File: config.mk
export PLATFORM = sky130hd
export DESIGN_NAME = spss_sequencer
export DESIGN_NICKNAME = d
export VERILOG_FILES = /design/src/spss_pkg.sv /design/src/spss_throttle.sv /design/src/spss_wake_keep.sv /design/src/spss_sequencer.sv
export SDC_FILE = /design/constraint.sdc
export NUM_CORES = 1
export LEC_CHECK = 0
export BUFFER_PORTS_ARGS = -buffer_cell sky130_fd_sc_hd__clkbuf_2
export CORE_MARGIN = 2
export CORE_UTILIZATION = 40
export CTS_BUF_LIST = sky130_fd_sc_hd__clkbuf_4 sky130_fd_sc_hd__clkbuf_8
export DETAILED_ROUTE_END_ITERATION = 6
export SYNTH_ARGS = -nofsm -noshare
export SYNTH_HDL_FRONTEND = slang
export SYNTH_SLANG_ARGS = --single-unit
File: constraint.sdc
create_clock -name mclk_in -period 5.6 [get_ports mclk_in]
set_input_delay 0.56 -clock mclk_in [delete_from_list [all_inputs] [get_ports mclk_in]]
set_output_delay 0.56 -clock mclk_in [all_outputs]
set_load 0.02 [all_outputs]
File: src/spss_pkg.sv
// Package of states, encodings and timing constants for the power state sequencer
package spss_pkg;
	// Controller states, one-hot
	typedef enum logic [8:0] {
		SPSS_C0 = 9'h001,
		SPSS_C1 = 9'h002,
		SPSS_ENTER = 9'h004,
		SPSS_S1 = 9'h008,
		SPSS_S3 = 9'h010,
		SPSS_S4 = 9'h020,
		SPSS_S5 = 9'h040,
		SPSS_G3 = 9'h080,
		SPSS_BOOT = 9'h100
	} spss_state_t;
	// Requested sleep type
	localparam logic [1:0] SPSS_SLP_S1 = 2'h0;
	localparam logic [1:0] SPSS_SLP_S3 = 2'h1;
	localparam logic [1:0] SPSS_SLP_S4 = 2'h2;
	localparam logic [1:0] SPSS_SLP_S5 = 2'h3;
	// Reported state codes
	localparam logic [3:0] SPSS_CODE_C0 = 4'h0;
	localparam logic [3:0] SPSS_CODE_C1 = 4'h1;
	localparam logic [3:0] SPSS_CODE_S1 = 4'h2;
	localparam logic [3:0] SPSS_CODE_S3 = 4'h3;
	localparam logic [3:0] SPSS_CODE_S4 = 4'h4;
	localparam logic [3:0] SPSS_CODE_S5 = 4'h5;
	localparam logic [3:0] SPSS_CODE_G3 = 4'h6;
	// Sleep delay after first stop-grant: PCI clocks
	localparam int SPSS_SLP_DLY_PCI = 60;
	localparam int SPSS_PCI_MHZ = 33;
	localparam int SPSS_CLK_MHZ = 125;
	// Least time rounds up to whole core clocks
	localparam int SPSS_SLP_DLY_CYC =
		(SPSS_SLP_DLY_PCI * SPSS_CLK_MHZ + SPSS_PCI_MHZ - 1) / SPSS_PCI_MHZ;
	localparam int SPSS_CNT_W = 8;
	localparam logic [7:0] SPSS_SLP_DLY = 8'(SPSS_SLP_DLY_CYC);
	// Throttle duty: period and stop-clock portion in core clocks
	localparam int SPSS_THR_W = 4;
	localparam logic [3:0] SPSS_THR_PERIOD = 4'hf;
	localparam logic [3:0] SPSS_THR_ZERO = 4'h0;
	localparam logic [3:0] SPSS_THR_ONE = 4'h1;
	localparam logic [7:0] SPSS_CNT_ZERO = 8'h00;
	localparam logic [7:0] SPSS_CNT_ONE = 8'h01;
endpackage : spss_pkg

File: src/spss_throttle.sv
// Stop-clock throttle generator for the running state
`timescale 1ns/10ps
`default_nettype none
module spss_throttle (
	input wire logic mclk_in,
	input wire logic srst_in,
	input wire logic enable_in,
	input wire logic [spss_pkg::SPSS_THR_W-1:0] duty_in,
	output logic stop_out
);
	import spss_pkg::*;
	typedef struct packed {
		logic [SPSS_THR_W-1:0] phase;
		logic stop;
	} spss_thr_t;
	spss_thr_t s_q, s_d;
	// Phase counter; stop is asserted while phase is below duty
	always_comb begin
		s_d = s_q;
		if (!enable_in) begin
			s_d.phase = SPSS_THR_ZERO;
			s_d.stop = 1'b0;
		end else begin
			s_d.phase = (s_q.phase == SPSS_THR_PERIOD) ? SPSS_THR_ZERO : s_q.phase + SPSS_THR_ONE;
			s_d.stop = (s_q.phase < duty_in);
		end
	end
	always_ff @(posedge mclk_in) begin
		if (srst_in) begin
			s_q <= '0;
		end else begin
			s_q <= s_d;
		end
	end
	assign stop_out = s_q.stop;
endmodule : spss_throttle
`default_nettype wire

File: src/spss_wake_keep.sv
// Always-powered wake event keeper that survives power failure
`timescale 1ns/10ps
`default_nettype none
module spss_wake_keep (
	input wire logic mclk_in,
	input wire logic rtc_rst_in,
	input wire logic [3:0] wake_ev_in,
	input wire logic [3:0] keep_en_in,
	input wire logic clear_in,
	output logic [3:0] kept_out
);
	import spss_pkg::*;
	typedef struct packed {
		logic [3:0] kept;
	} spss_keep_t;
	spss_keep_t s_q, s_d;
	// Sticky capture; a new event wins over the clear
	always_comb begin
		s_d = s_q;
		if (clear_in) begin
			s_d.kept = 4'h0;
		end
		s_d.kept = s_d.kept | (wake_ev_in & keep_en_in);
	end
	// Of the resets, only the RTC-well reset clears this state
	always_ff @(posedge mclk_in) begin
		if (rtc_rst_in) begin
			s_q <= '0;
		end else begin
			s_q <= s_d;
		end
	end
	assign kept_out = s_q.kept;
endmodule : spss_wake_keep
`default_nettype wire

File: src/spss_sequencer.sv
// System power state sequencer: tracks sleep states and drives stop-clock and sleep
`timescale 1ns/10ps
`default_nettype none
module spss_sequencer (
	input wire logic mclk_in,
	input wire logic srst_in,
	input wire logic rtc_rst_in,
	input wire logic power_ok_in,
	input wire logic halt_in,
	input wire logic stop_grant_ack_in,
	input wire logic break_event_in,
	input wire logic [3:0] wake_event_in,
	input wire logic [3:0] wake_enable_in,
	input wire logic [3:0] wake_keep_in,
	input wire logic power_button_override_in,
	input wire logic sleep_request_enable,
	input wire logic [1:0] sleep_type_in,
	input wire logic cpu_sleep_enable_in,
	input wire logic throttle_enable_in,
	input wire logic [spss_pkg::SPSS_THR_W-1:0] throttle_duty_in,
	input wire logic thermal_alarm_in_n,
	input wire logic after_power_fail_select,
	output logic cpu_stop_clock_request_n,
	output logic cpu_sleep_out_n,
	output logic cpu_reset_out,
	output logic clocks_run_out,
	output logic [3:0] state_code_out,
	output logic [3:0] kept_wake_out
);
	import spss_pkg::*;
	typedef struct packed {
		spss_state_t st;
		logic [1:0] slp_type;
		logic [SPSS_CNT_W-1:0] cnt;
		logic ack_seen;
		logic was_off;
		logic cpu_stop_clock_request_n_n;
		logic cpu_sleep_out_n_n;
		logic cpu_rst;
		logic clk_run;
		logic [3:0] code;
		logic [3:0] kept;
	} spss_seq_t;
	spss_seq_t s_q, s_d;
	logic thr_stop;
	logic [3:0] kept_w;
	logic wake_any;
	logic keep_clear;
	logic thr_en;

	// Running-state throttle pulses
	spss_throttle u_throttle (
		.mclk_in(mclk_in),
		.srst_in(srst_in),
		.enable_in(thr_en),
		.duty_in(throttle_duty_in),
		.stop_out(thr_stop)
	);

	// Wake indications held in the always-on well
	spss_wake_keep u_keep (
		.mclk_in(mclk_in),
		.rtc_rst_in(rtc_rst_in),
		.wake_ev_in(wake_event_in),
		.keep_en_in(wake_keep_in),
		.clear_in(keep_clear),
		.kept_out(kept_w)
	);

	// Throttle request source
	// Software or thermal start
	assign thr_en = (s_q.st == SPSS_C0) && (throttle_enable_in || !thermal_alarm_in_n);
	// A wake counts if enabled now, or kept through a power failure
	// Kept wake used
	assign wake_any = |(wake_event_in & wake_enable_in) || |kept_w;
	assign keep_clear = s_d.st == SPSS_C0 || s_d.st == SPSS_BOOT;

	// Code reported per settled state
	function automatic logic [3:0] spss_code(input spss_state_t st, input logic [3:0] cur);
		unique case (st)
			SPSS_C0: spss_code = SPSS_CODE_C0;
			SPSS_C1: spss_code = SPSS_CODE_C1;
			SPSS_S1: spss_code = SPSS_CODE_S1;
			SPSS_S3: spss_code = SPSS_CODE_S3;
			SPSS_S4: spss_code = SPSS_CODE_S4;
			SPSS_S5: spss_code = SPSS_CODE_S5;
			SPSS_G3: spss_code = SPSS_CODE_G3;
			SPSS_ENTER: spss_code = cur;
			SPSS_BOOT: spss_code = cur;
		endcase
	endfunction : spss_code

	// Next-state and output logic
	always_comb begin
		s_d = s_q;
		s_d.kept = kept_w;
		if (!power_ok_in) begin
			if (s_q.st != SPSS_G3) begin
				s_d.was_off = (s_q.st == SPSS_S5);
			end
			s_d.st = SPSS_G3;
		end else begin
			unique case (s_q.st)
				SPSS_C0: begin
					if (power_button_override_in) begin
						s_d.st = SPSS_S5;
					end else if (sleep_request_enable) begin
						s_d.slp_type = sleep_type_in;
						s_d.st = SPSS_ENTER;
						s_d.cnt = SPSS_CNT_ZERO;
						s_d.ack_seen = 1'b0;
					end else if (halt_in) begin
						s_d.st = SPSS_C1;
					end
				end
				SPSS_C1: begin
					if (power_button_override_in) begin
						s_d.st = SPSS_S5;
					end else if (sleep_request_enable) begin
						s_d.slp_type = sleep_type_in;
						s_d.st = SPSS_ENTER;
						s_d.cnt = SPSS_CNT_ZERO;
						s_d.ack_seen = 1'b0;
					end else if (break_event_in) begin
						s_d.st = SPSS_C0;
					end
				end
				SPSS_ENTER: begin
					if (power_button_override_in) begin
						s_d.st = SPSS_S5;
					end else if (stop_grant_ack_in || s_q.ack_seen) begin
						s_d.ack_seen = 1'b1;
						unique case (s_q.slp_type)
							SPSS_SLP_S1: s_d.st = SPSS_S1;
							SPSS_SLP_S3: s_d.st = SPSS_S3;
							SPSS_SLP_S4: s_d.st = SPSS_S4;
							SPSS_SLP_S5: s_d.st = SPSS_S5;
						endcase
					end
				end
				SPSS_S1, SPSS_S3, SPSS_S4: begin
					if (power_button_override_in) begin
						s_d.st = SPSS_S5;
					end else if (wake_any) begin
						s_d.st = (s_q.st == SPSS_S1) ? SPSS_C0 : SPSS_BOOT;
					end else if (s_q.cnt != SPSS_SLP_DLY) begin
						s_d.cnt = s_q.cnt + SPSS_CNT_ONE;
					end
				end
				SPSS_S5: begin
					if (wake_any) begin
						s_d.st = SPSS_BOOT;
					end
				end
				SPSS_G3: begin
					if (after_power_fail_select || s_q.was_off) begin
						s_d.st = SPSS_S5;
					end else begin
						s_d.st = SPSS_BOOT;
					end
				end
				SPSS_BOOT: begin
					s_d.st = SPSS_C0;
				end
			endcase
		end
		// Outputs follow the next state
		s_d.code = spss_code(s_d.st, s_q.code);
		s_d.cpu_stop_clock_request_n_n = !((s_d.st == SPSS_C0 && thr_stop) ||
			s_d.st == SPSS_ENTER || s_d.st == SPSS_S1);
		s_d.cpu_sleep_out_n_n = !(s_d.st == SPSS_S1 && cpu_sleep_enable_in &&
			s_q.st == SPSS_S1 && s_q.cnt == SPSS_SLP_DLY);
		// Clocks stop in S3 and deeper
		s_d.clk_run = !(s_d.st == SPSS_S3 || s_d.st == SPSS_S4 ||
			s_d.st == SPSS_S5 || s_d.st == SPSS_G3);
		s_d.cpu_rst = (s_d.st == SPSS_BOOT) || !s_d.clk_run;
	end

	always_ff @(posedge mclk_in) begin
		if (srst_in) begin
			s_q.st <= SPSS_C0;
			s_q.slp_type <= SPSS_SLP_S1;
			s_q.cnt <= SPSS_CNT_ZERO;
			s_q.ack_seen <= 1'b0;
			s_q.was_off <= 1'b0;
			s_q.cpu_stop_clock_request_n_n <= 1'b1;
			s_q.cpu_sleep_out_n_n <= 1'b1;
			s_q.cpu_rst <= 1'b0;
			s_q.clk_run <= 1'b1;
			s_q.code <= SPSS_CODE_C0;
			s_q.kept <= 4'h0;
		end else begin
			s_q <= s_d;
		end
	end

	assign cpu_stop_clock_request_n = s_q.cpu_stop_clock_request_n_n;
	assign cpu_sleep_out_n = s_q.cpu_sleep_out_n_n;
	assign cpu_reset_out = s_q.cpu_rst;
	assign clocks_run_out = s_q.clk_run;
	assign state_code_out = s_q.code;
	assign kept_wake_out = s_q.kept;

	a_sleep_delay: assert property (@(posedge mclk_in) disable iff (srst_in)
		$fell(cpu_sleep_out_n) |-> $past(s_q.st, 2) == SPSS_S1 && $past(s_q.cnt, 1) == SPSS_SLP_DLY)
		else $error("processor sleep asserted early");
	a_sleep_option: assert property (@(posedge mclk_in) disable iff (srst_in)
		$fell(cpu_sleep_out_n) |-> $past(cpu_sleep_enable_in))
		else $error("processor sleep asserted while option off");
	a_s1_cpu_stop_clock_request_n: assert property (@(posedge mclk_in) disable iff (srst_in)
		s_q.st == SPSS_S1 |-> !cpu_stop_clock_request_n)
		else $error("stop-clock not held in stop-grant");
	a_s3_clocks: assert property (@(posedge mclk_in) disable iff (srst_in)
		s_q.st == SPSS_S3 |-> !clocks_run_out)
		else $error("clocks running in suspend-to-RAM");
	a_throttle_stays: assert property (@(posedge mclk_in) disable iff (srst_in)
		thr_en && power_ok_in && !power_button_override_in && !sleep_request_enable &&
		!halt_in |=> s_q.st == SPSS_C0)
		else $error("throttle left running state");
	a_thr_source: assert property (@(posedge mclk_in) disable iff (srst_in)
		$rose(thr_stop) |-> $past(s_q.st) == SPSS_C0 &&
		($past(throttle_enable_in) || $past(thermal_alarm_in_n) == 1'b0))
		else $error("throttle started without a source");
	a_sleep_entry: assert property (@(posedge mclk_in) disable iff (srst_in)
		power_ok_in && s_q.st == SPSS_C0 && sleep_request_enable && !power_button_override_in
		|=> s_q.st == SPSS_ENTER && !cpu_stop_clock_request_n)
		else $error("sleep request not taken");
	a_enter_code: assert property (@(posedge mclk_in) disable iff (srst_in)
		s_q.st == SPSS_ENTER |-> $stable(state_code_out))
		else $error("intermediate state reported");
	a_wake_s1: assert property (@(posedge mclk_in) disable iff (srst_in)
		power_ok_in && s_q.st == SPSS_S1 && wake_any && !power_button_override_in
		|=> s_q.st == SPSS_C0 && cpu_stop_clock_request_n && cpu_sleep_out_n)
		else $error("stop-grant wake did not resume");
	a_power_loss: assert property (@(posedge mclk_in) disable iff (srst_in)
		!power_ok_in |=> s_q.st == SPSS_G3 ##0 state_code_out == SPSS_CODE_G3)
		else $error("power loss not handled");
	a_override_off: assert property (@(posedge mclk_in) disable iff (srst_in)
		power_ok_in && power_button_override_in &&
		s_q.st inside {SPSS_C0, SPSS_C1, SPSS_ENTER, SPSS_S1, SPSS_S3, SPSS_S4}
		|=> s_q.st == SPSS_S5)
		else $error("override did not force soft-off");
	a_halt_c1: assert property (@(posedge mclk_in) disable iff (srst_in)
		power_ok_in && s_q.st == SPSS_C0 && halt_in && !sleep_request_enable &&
		!power_button_override_in |=> state_code_out == SPSS_CODE_C1)
		else $error("halt not recorded");
	a_break_c0: assert property (@(posedge mclk_in) disable iff (srst_in)
		power_ok_in && s_q.st == SPSS_C1 && break_event_in && !sleep_request_enable &&
		!power_button_override_in |=> s_q.st == SPSS_C0)
		else $error("break did not return to running");
	a_s5_boot: assert property (@(posedge mclk_in) disable iff (srst_in)
		power_ok_in && s_q.st == SPSS_S5 && wake_any |=> cpu_reset_out ##1 s_q.st == SPSS_C0)
		else $error("soft-off wake skipped reset");
	a_kept_wake: assert property (@(posedge mclk_in) disable iff (srst_in)
		power_ok_in && s_q.st == SPSS_S5 && (|kept_w) |=> s_q.st == SPSS_BOOT)
		else $error("kept wake ignored");
	a_g3_return: assert property (@(posedge mclk_in) disable iff (srst_in)
		power_ok_in && s_q.st == SPSS_G3 && after_power_fail_select |=> s_q.st == SPSS_S5)
		else $error("power return ignored after-fail bit");
	a_g3_reboot: assert property (@(posedge mclk_in) disable iff (srst_in)
		power_ok_in && s_q.st == SPSS_G3 && !after_power_fail_select && !s_q.was_off
		|=> s_q.st == SPSS_BOOT && cpu_reset_out)
		else $error("power return did not reboot");
endmodule : spss_sequencer
`default_nettype wire

# --- Word level (Yosys, flattened, before mapping) ---
# Cells that the tools add are included.
totals:
  register_bits: 42
  input_bits: 31
  elab_cells: 116
op_classes:
  addsub: 2
  order_cmp: 1
  eq_ne: 32
  muxes: 27
  n_bitwise: 6
  n_reduce_logical: 34
ops:
  columns: ["operator", "count"]
  rows:
  - ["9-bit 2-to-1 mux", 16]
  - ["9-bit case mux with 7 select lines", 1]
  - ["9-bit case mux with 4 select lines", 1]
  - ["4-bit case mux with 7 select lines", 1]
  - ["8-bit 2-to-1 mux", 3]
  - ["9-bit by 1-bit == test with 1-bit output, second input constant", 2]
  - ["9-bit by 2-bit == test with 1-bit output, second input constant", 2]
  - ["9-bit by 3-bit == test with 1-bit output, second input constant", 2]
  - ["9-bit by 4-bit == test with 1-bit output, second input constant", 2]
  - ["9-bit by 5-bit == test with 1-bit output, second input constant", 2]
  - ["9-bit by 6-bit == test with 1-bit output, second input constant", 2]
  - ["9-bit by 7-bit == test with 1-bit output, second input constant", 2]
  - ["9-bit by 8-bit == test with 1-bit output, second input constant", 2]
  - ["9-bit == test, second input constant", 2]
  - ["8-bit case mux with 2 select lines", 1]
  - ["2-bit != test, second input constant", 6]
  - ["1-bit logical OR", 11]
  - ["9-bit by 8-bit != test with 1-bit output, second input constant", 1]
  - ["8-bit by 1-bit adder with 8-bit output, second input constant", 1]
  - ["4-bit bitwise AND", 2]
  - ["8-bit == test, second input constant", 1]
  - ["8-bit != test, second input constant", 1]
  - ["4-bit OR reduction", 2]
  - ["7-bit AND reduction", 1]
  - ["other kinds (20)", 35]

# --- Depth between registers and ports, before layout ---
logic_depth:
  depth_word: 12
  depth_mapped: 11

# --- Hierarchy ---
# Synthesis repeated with hierarchy kept, for this count alone.
unflattened:
  cells_unflattened: 318
  hier_area_um2: 2717.6
modules_own_cells:
  columns: ["mod", "instances", "cells_each", "area_per_inst_um2", "seq_area_each_um2"]
  rows:
  - ["spss_sequencer", 1, 276, 2321.0, 640.6]
  - ["spss_throttle", 1, 26, 256.5, 100.1]
  - ["spss_wake_keep", 1, 16, 140.1, 80.1]

# --- Least setup slack after synthesis ---
# No wires, ideal clock.
synth_path:
  kind: "input-to-reg"
  from: "input sleep_request_enable"
  to: "register s_q, in the netlist cpu_stop_clock_request_n"
  arrival_ns: 2.473
  required_ns: 5.480
  slack_ns: 3.007
  path_stages: 10
  path_cell_list: "clkbuf_1 -> nor4b_1 -> o211ai_1 -> o211ai_1 -> a2bb2o_4 -> a211oi_4 -> nand3_2 -> nor4_4 -> a2bb2oi_1 -> or2_1"
synth_between:
  elab_chain_len: 9
synth_lines:
  columns: ["item", "line_no", "text"]
  rows:
  - ["from (decl)", "spss_sequencer.sv:16", "input wire logic sleep_request_enable,"]
  - ["9-bit 2-to-1 mux (on tied branches)", "spss_sequencer.sv:119, spss_sequencer.sv:107", null]
  - ["9-bit 2-to-1 mux (on tied branches)", "spss_sequencer.sv:117, spss_sequencer.sv:105", null]
  - ["9-bit case mux with 7 select lines *", "spss_sequencer.sv:103", "unique case (s_q.st)"]
  - ["9-bit 2-to-1 mux *", "spss_sequencer.sv:97", "if (!power_ok_in) begin"]
  - ["9-bit by 1-bit == test with 1-bit output", "spss_sequencer.sv:169", "s_d.cpu_stop_clock_request_n_n = !((s_d.st == SPSS_C0 && thr_stop) ||"]
  - ["1-bit logical AND", "spss_sequencer.sv:169", null]
  - ["1-bit logical OR", "spss_sequencer.sv:169", null]
  - ["1-bit logical OR *", "spss_sequencer.sv:170", "s_d.st == SPSS_ENTER || s_d.st == SPSS_S1);"]
  - ["1-bit logical NOT *", "spss_sequencer.sv:169", null]
  - ["to (decl)", "spss_sequencer.sv:44", "spss_seq_t s_q, s_d;"]
# Mark *: on every way between the ends. The rest lies on a longest branch, timed or not.
# A chain may end at the register's enable or synchronous reset.

# --- Final worst setup path ---
layout_path:
  from: "register s_q[29] (netlist bit)"
  to: "register s_q, in the netlist cpu_stop_clock_request_n"
layout_between:
  elab_chain_len: 11
layout_lines:
  columns: ["item", "line_no", "text"]
  rows:
  - ["9-bit by 4-bit == test with 1-bit output", "spss_sequencer.sv:103, spss_sequencer.sv:145", null]
  - ["9-bit 2-to-1 mux", "spss_sequencer.sv:145", "s_d.st = (s_q.st == SPSS_S1) ? SPSS_C0 : SPSS_BOOT;"]
  - ["9-bit 2-to-1 mux", "spss_sequencer.sv:144", "end else if (wake_any) begin"]
  - ["9-bit 2-to-1 mux", "spss_sequencer.sv:142", "if (power_button_override_in) begin"]
  - ["9-bit case mux with 7 select lines *", "spss_sequencer.sv:103", null]
  - ["9-bit 2-to-1 mux *", "spss_sequencer.sv:97", null]
  - ["9-bit by 1-bit == test with 1-bit output", "spss_sequencer.sv:169", null]
  - ["1-bit logical AND", "spss_sequencer.sv:169", null]
  - ["1-bit logical OR", "spss_sequencer.sv:169", null]
  - ["1-bit logical OR *", "spss_sequencer.sv:170", null]
  - ["1-bit logical NOT *", "spss_sequencer.sv:169", null]
# Marked as above.

==> results_dict.tcl <==
set metrics [dict create \
    rows 29 \
    area_growth_pct 10.2 \
    syn_nets 361 \
    final_cell_mix "dfxtp_1, clkbuf_2, nor2_1" \
    ir_drop_v 0.000134 \
    drc 0 \
    synth-compound-area-share 0.240 \
    cts_tree "yes" \
    fin_worst_skew_ns 0.00734 \
    chipHeight_um 86.2 \
    r2r_cells 9 \
    fin_crit_sh 0.587 \
    yosysWarnings 0 \
    seqCellArea_sq_um 821 \
    multi_input_area_sq_um 1690 \
    clock-sinks 41 \
    synth_top_family_by_area "simple AND/OR/NAND/NOR gates" \
    synth_cell_types 71 \
    cts-buffers-inserted 5 \
    num_vias 2491 \
    slowest_delay_ns 0.68 \
    r2r_slack_ns 2.31 \
    required_ns 5.80 \
    grt_util_all_layers 0.194 \
    r2r_end "cpu_stop_clock_request_n" \
    worst_slew_pin_slew_ns 0.858 \
    clkLatencyLatePin_ns 0.30 \
    fillers 664 \
    wl_met3_um 466 \
    reg2reg_from "s_q[29]" \
    via_per_inst 5.85 \
    wl_met2_um 3190 \
    drt_iter0_drc 171 \
    die_area_sq_um 7430 \
    crit_chain "xor2_1, o2111ai_1, a311o_1, o211ai_1, a311oi_2, nand3_2, nor4_4, a2bb2oi_1, or2_1" \
    muxShareOfSynthArea 0.0111 \
    post-route-min-period_ns 3.29 \
    power.density_nw_per_um2 226 \
    synth_top_cell_area_share 0.304 \
    cts_resized 0 \
    layout_setup_ws_ns 2.31 \
    drt-met1-wl_um 3090 \
    top_layer "met4" \
    dp_slack_ns 2.40 \
    p_leak_nw 1.19 \
    crit_cells 9 \
    startpoint_type "flip-flop" \
    synth-seq-area-share 0.304 \
    ioPinCount 43 \
    slew_viol_final 0 \
    synth_xor_area_frac 0.0454 \
    ys_ff_latch 41 \
    max-slew-margin-rel 0.413 \
    portBuffers 41 \
    crit_family "compound AO/OA/AOI/OAI gates" \
    dp_hpwl_um 5090 \
    min_path_type "in -> reg" \
    crit_type "reg -> reg" \
    synth_top_area_cell "dfxtp_1" \
    synthTopCellsByArea "dfxtp_1, nor2_1, nand2_1, ha_1, xor2_1" \
    die_width_um 86.2 \
    cp_slowest_cell "dfxtp_1" \
    cp_num_buf_inv 0 \
    hold_violations 0 \
    htree_levels 2 \
    min_path_cells 2 \
    cts_root_buf "clkbuf_8" \
    async_reset_ff_frac 0 \
    n_antenna_cell 0 \
    final.setup.tns_ns 0 \
    gp_congestion 0.896 \
    start_util 0.418 \
    antenna_found_initial 0 \
    grt_pass1_vias 2388 \
    drive_gt1_frac 0.201 \
    netlist_area_sq_um 2700 \
    utilization 0.461 \
    wl_per_cell_um 16.1 \
    setup_viol 0 \
    clock.fmax_ghz 0.304 \
    path_clk_slew_ns 0.08 \
    holdPathEnd "cpu_sleep_out_n" \
    clk_path_buf_depth 2 \
    hold_start "cpu_sleep_enable_in" \
    dr.pass1.iters 4 \
    avgSynthCellArea_sq_um 8.34 \
    synth_ff_type "dfxtp_1" \
    grt_max_degree 25 \
    postCtsHoldBufs 0 \
    synthAdderAreaFrac 0.0278 \
    coreArea_sq_um 6460 \
    max_cap_violations 0 \
    grt_pass1_wl_um 11500 \
    critPathMaxFanout 9 \
    rsz0062_at_grt "no" \
    arrival_ns 3.49 \
    final_nets 385 \
    yosys.area_share.simple 0.300 \
    synth_edf_count 0 \
    post_cts_buffers 0 \
    worst_setup_path_end_kind "flip-flop" \
    drt-total-wl_um 6860 \
    ant_nets 0 \
    status "complete, no violations" \
    global_route.overflow_total 0 \
    postSynthCellCount 324 \
]
## state kept, by name, indices dropped and copies added, names as in the netlist
signal / count
cpu_sleep_out_n: 1
cpu_stop_clock_request_n: 1
u_keep.kept_out: 4
u_throttle.stop_out: 1
state_code_out: 3
kept_wake_out: 4
cpu_reset_out: 1
s_q: 21
u_throttle.s_q: 4
clocks_run_out: 1
## logic make-up (layout without fill, tap and decap cells)
| logic type | Yosys count | count (layout) |
|---|---|---|
| flip-flops | 41 | 41 |
| adder cells (fa/ha/maj) | 6 | 6 |
| buffers and inverters | 38 | 63 |
| XOR/XNOR | 14 | 14 |
| other | 1 | 1 |
| AO/OA/AOI/OAI | 80 | 80 |
| multiplexers | 3 | 3 |
| AND/OR/NAND/NOR | 141 | 141 |
## through the flow
stage | area, sq um | cells | power, mW | hold slack [ns]
after CTS | 2980 | 426 | 0.680 | 0.445
after global routing | 2980 | 426 | 0.706 | 0.445
after global placement | 2870 | 418 | 0.432 | 0.447
after detailed placement | 2870 | 418 | 0.432 | 0.455
after floorplan | 2700 | 324 | 0.401 | 0.425
final | 2980 | 426 | 0.673 | 0.460
## worst register-to-register path: cells and delay by family, from the launching register on
family / cells / cell delay (ns)
compound gates: 5 / 1.56
flops: 1 / 0.68
xor+xnor: 1 / 0.20
simple gates: 3 / 0.73
## power by group
group          switching [mW]  internal (mW)  total, mW
logic                  0.0663         0.0445      0.111
registers              0.0130          0.302      0.315
clock network           0.113          0.134      0.247
total                   0.193          0.481      0.673
## area by class of cell
type	count	share of cell area
Inverter	14	0.0176
Sequential cell	41	0.276
Clock buffer	5	0.0231
Timing Repair Buffer	41	0.0689
Clock inverter	3	0.0147
Tap cell	77	0.0324
Multi-Input combinational cell	245	0.568
## cells in the mapped netlist (2+ instances only)
cell       instances
dfxtp_1           41
nor2_1            35
nand2_1           21
inv_1             14
a21oi_1           13
nand3_1           11
clkbuf_1          10
nor2b_1           10
nor3_1             9
buf_4              8
o21ai_0            8
xor2_1             8
nand2b_1           7
nand4_1            7
and2_1             6
ha_1               6
xnor2_1            6
a211oi_1           5
a21o_1             4
a31o_2             4
and3_1             4
nor4_1             4
nor4b_1            4
o211ai_1           4
o2bb2ai_1          4
a22oi_1            3
and4_1             3
buf_2              3
mux2i_1            3
nand4b_1           3
nor4_4             3
o31ai_1            3
or3_1              3
a211o_1            2
a211oi_4           2
a31oi_1            2
buf_6              2
o2111ai_1          2
o21a_1             2
o21ai_1            2
o32a_1             2
or2_1              2
## routing by layer
metal / up-vias / GRT usage
li1: 1231 / -
met1: 1164 / 0.259
met2: 87 / 0.321
met3: 9 / 0.0352
met4: 0 / 0.0597
met5: - / 0
## worst max path at each step
stage / slack, ns / start / end
finish: 2.31 / s_q[29] / cpu_stop_clock_request_n
global route: 2.16 / s_q[29] / cpu_stop_clock_request_n
CTS: 2.38 / s_q[29] / cpu_stop_clock_request_n
detailed placement: 2.40 / s_q[29] / cpu_stop_clock_request_n
global placement: 2.41 / s_q[29] / cpu_stop_clock_request_n
floorplan: 3.01 / sleep_request_enable / cpu_stop_clock_request_n
Note: power is estimated with default switching activity, not from simulation.
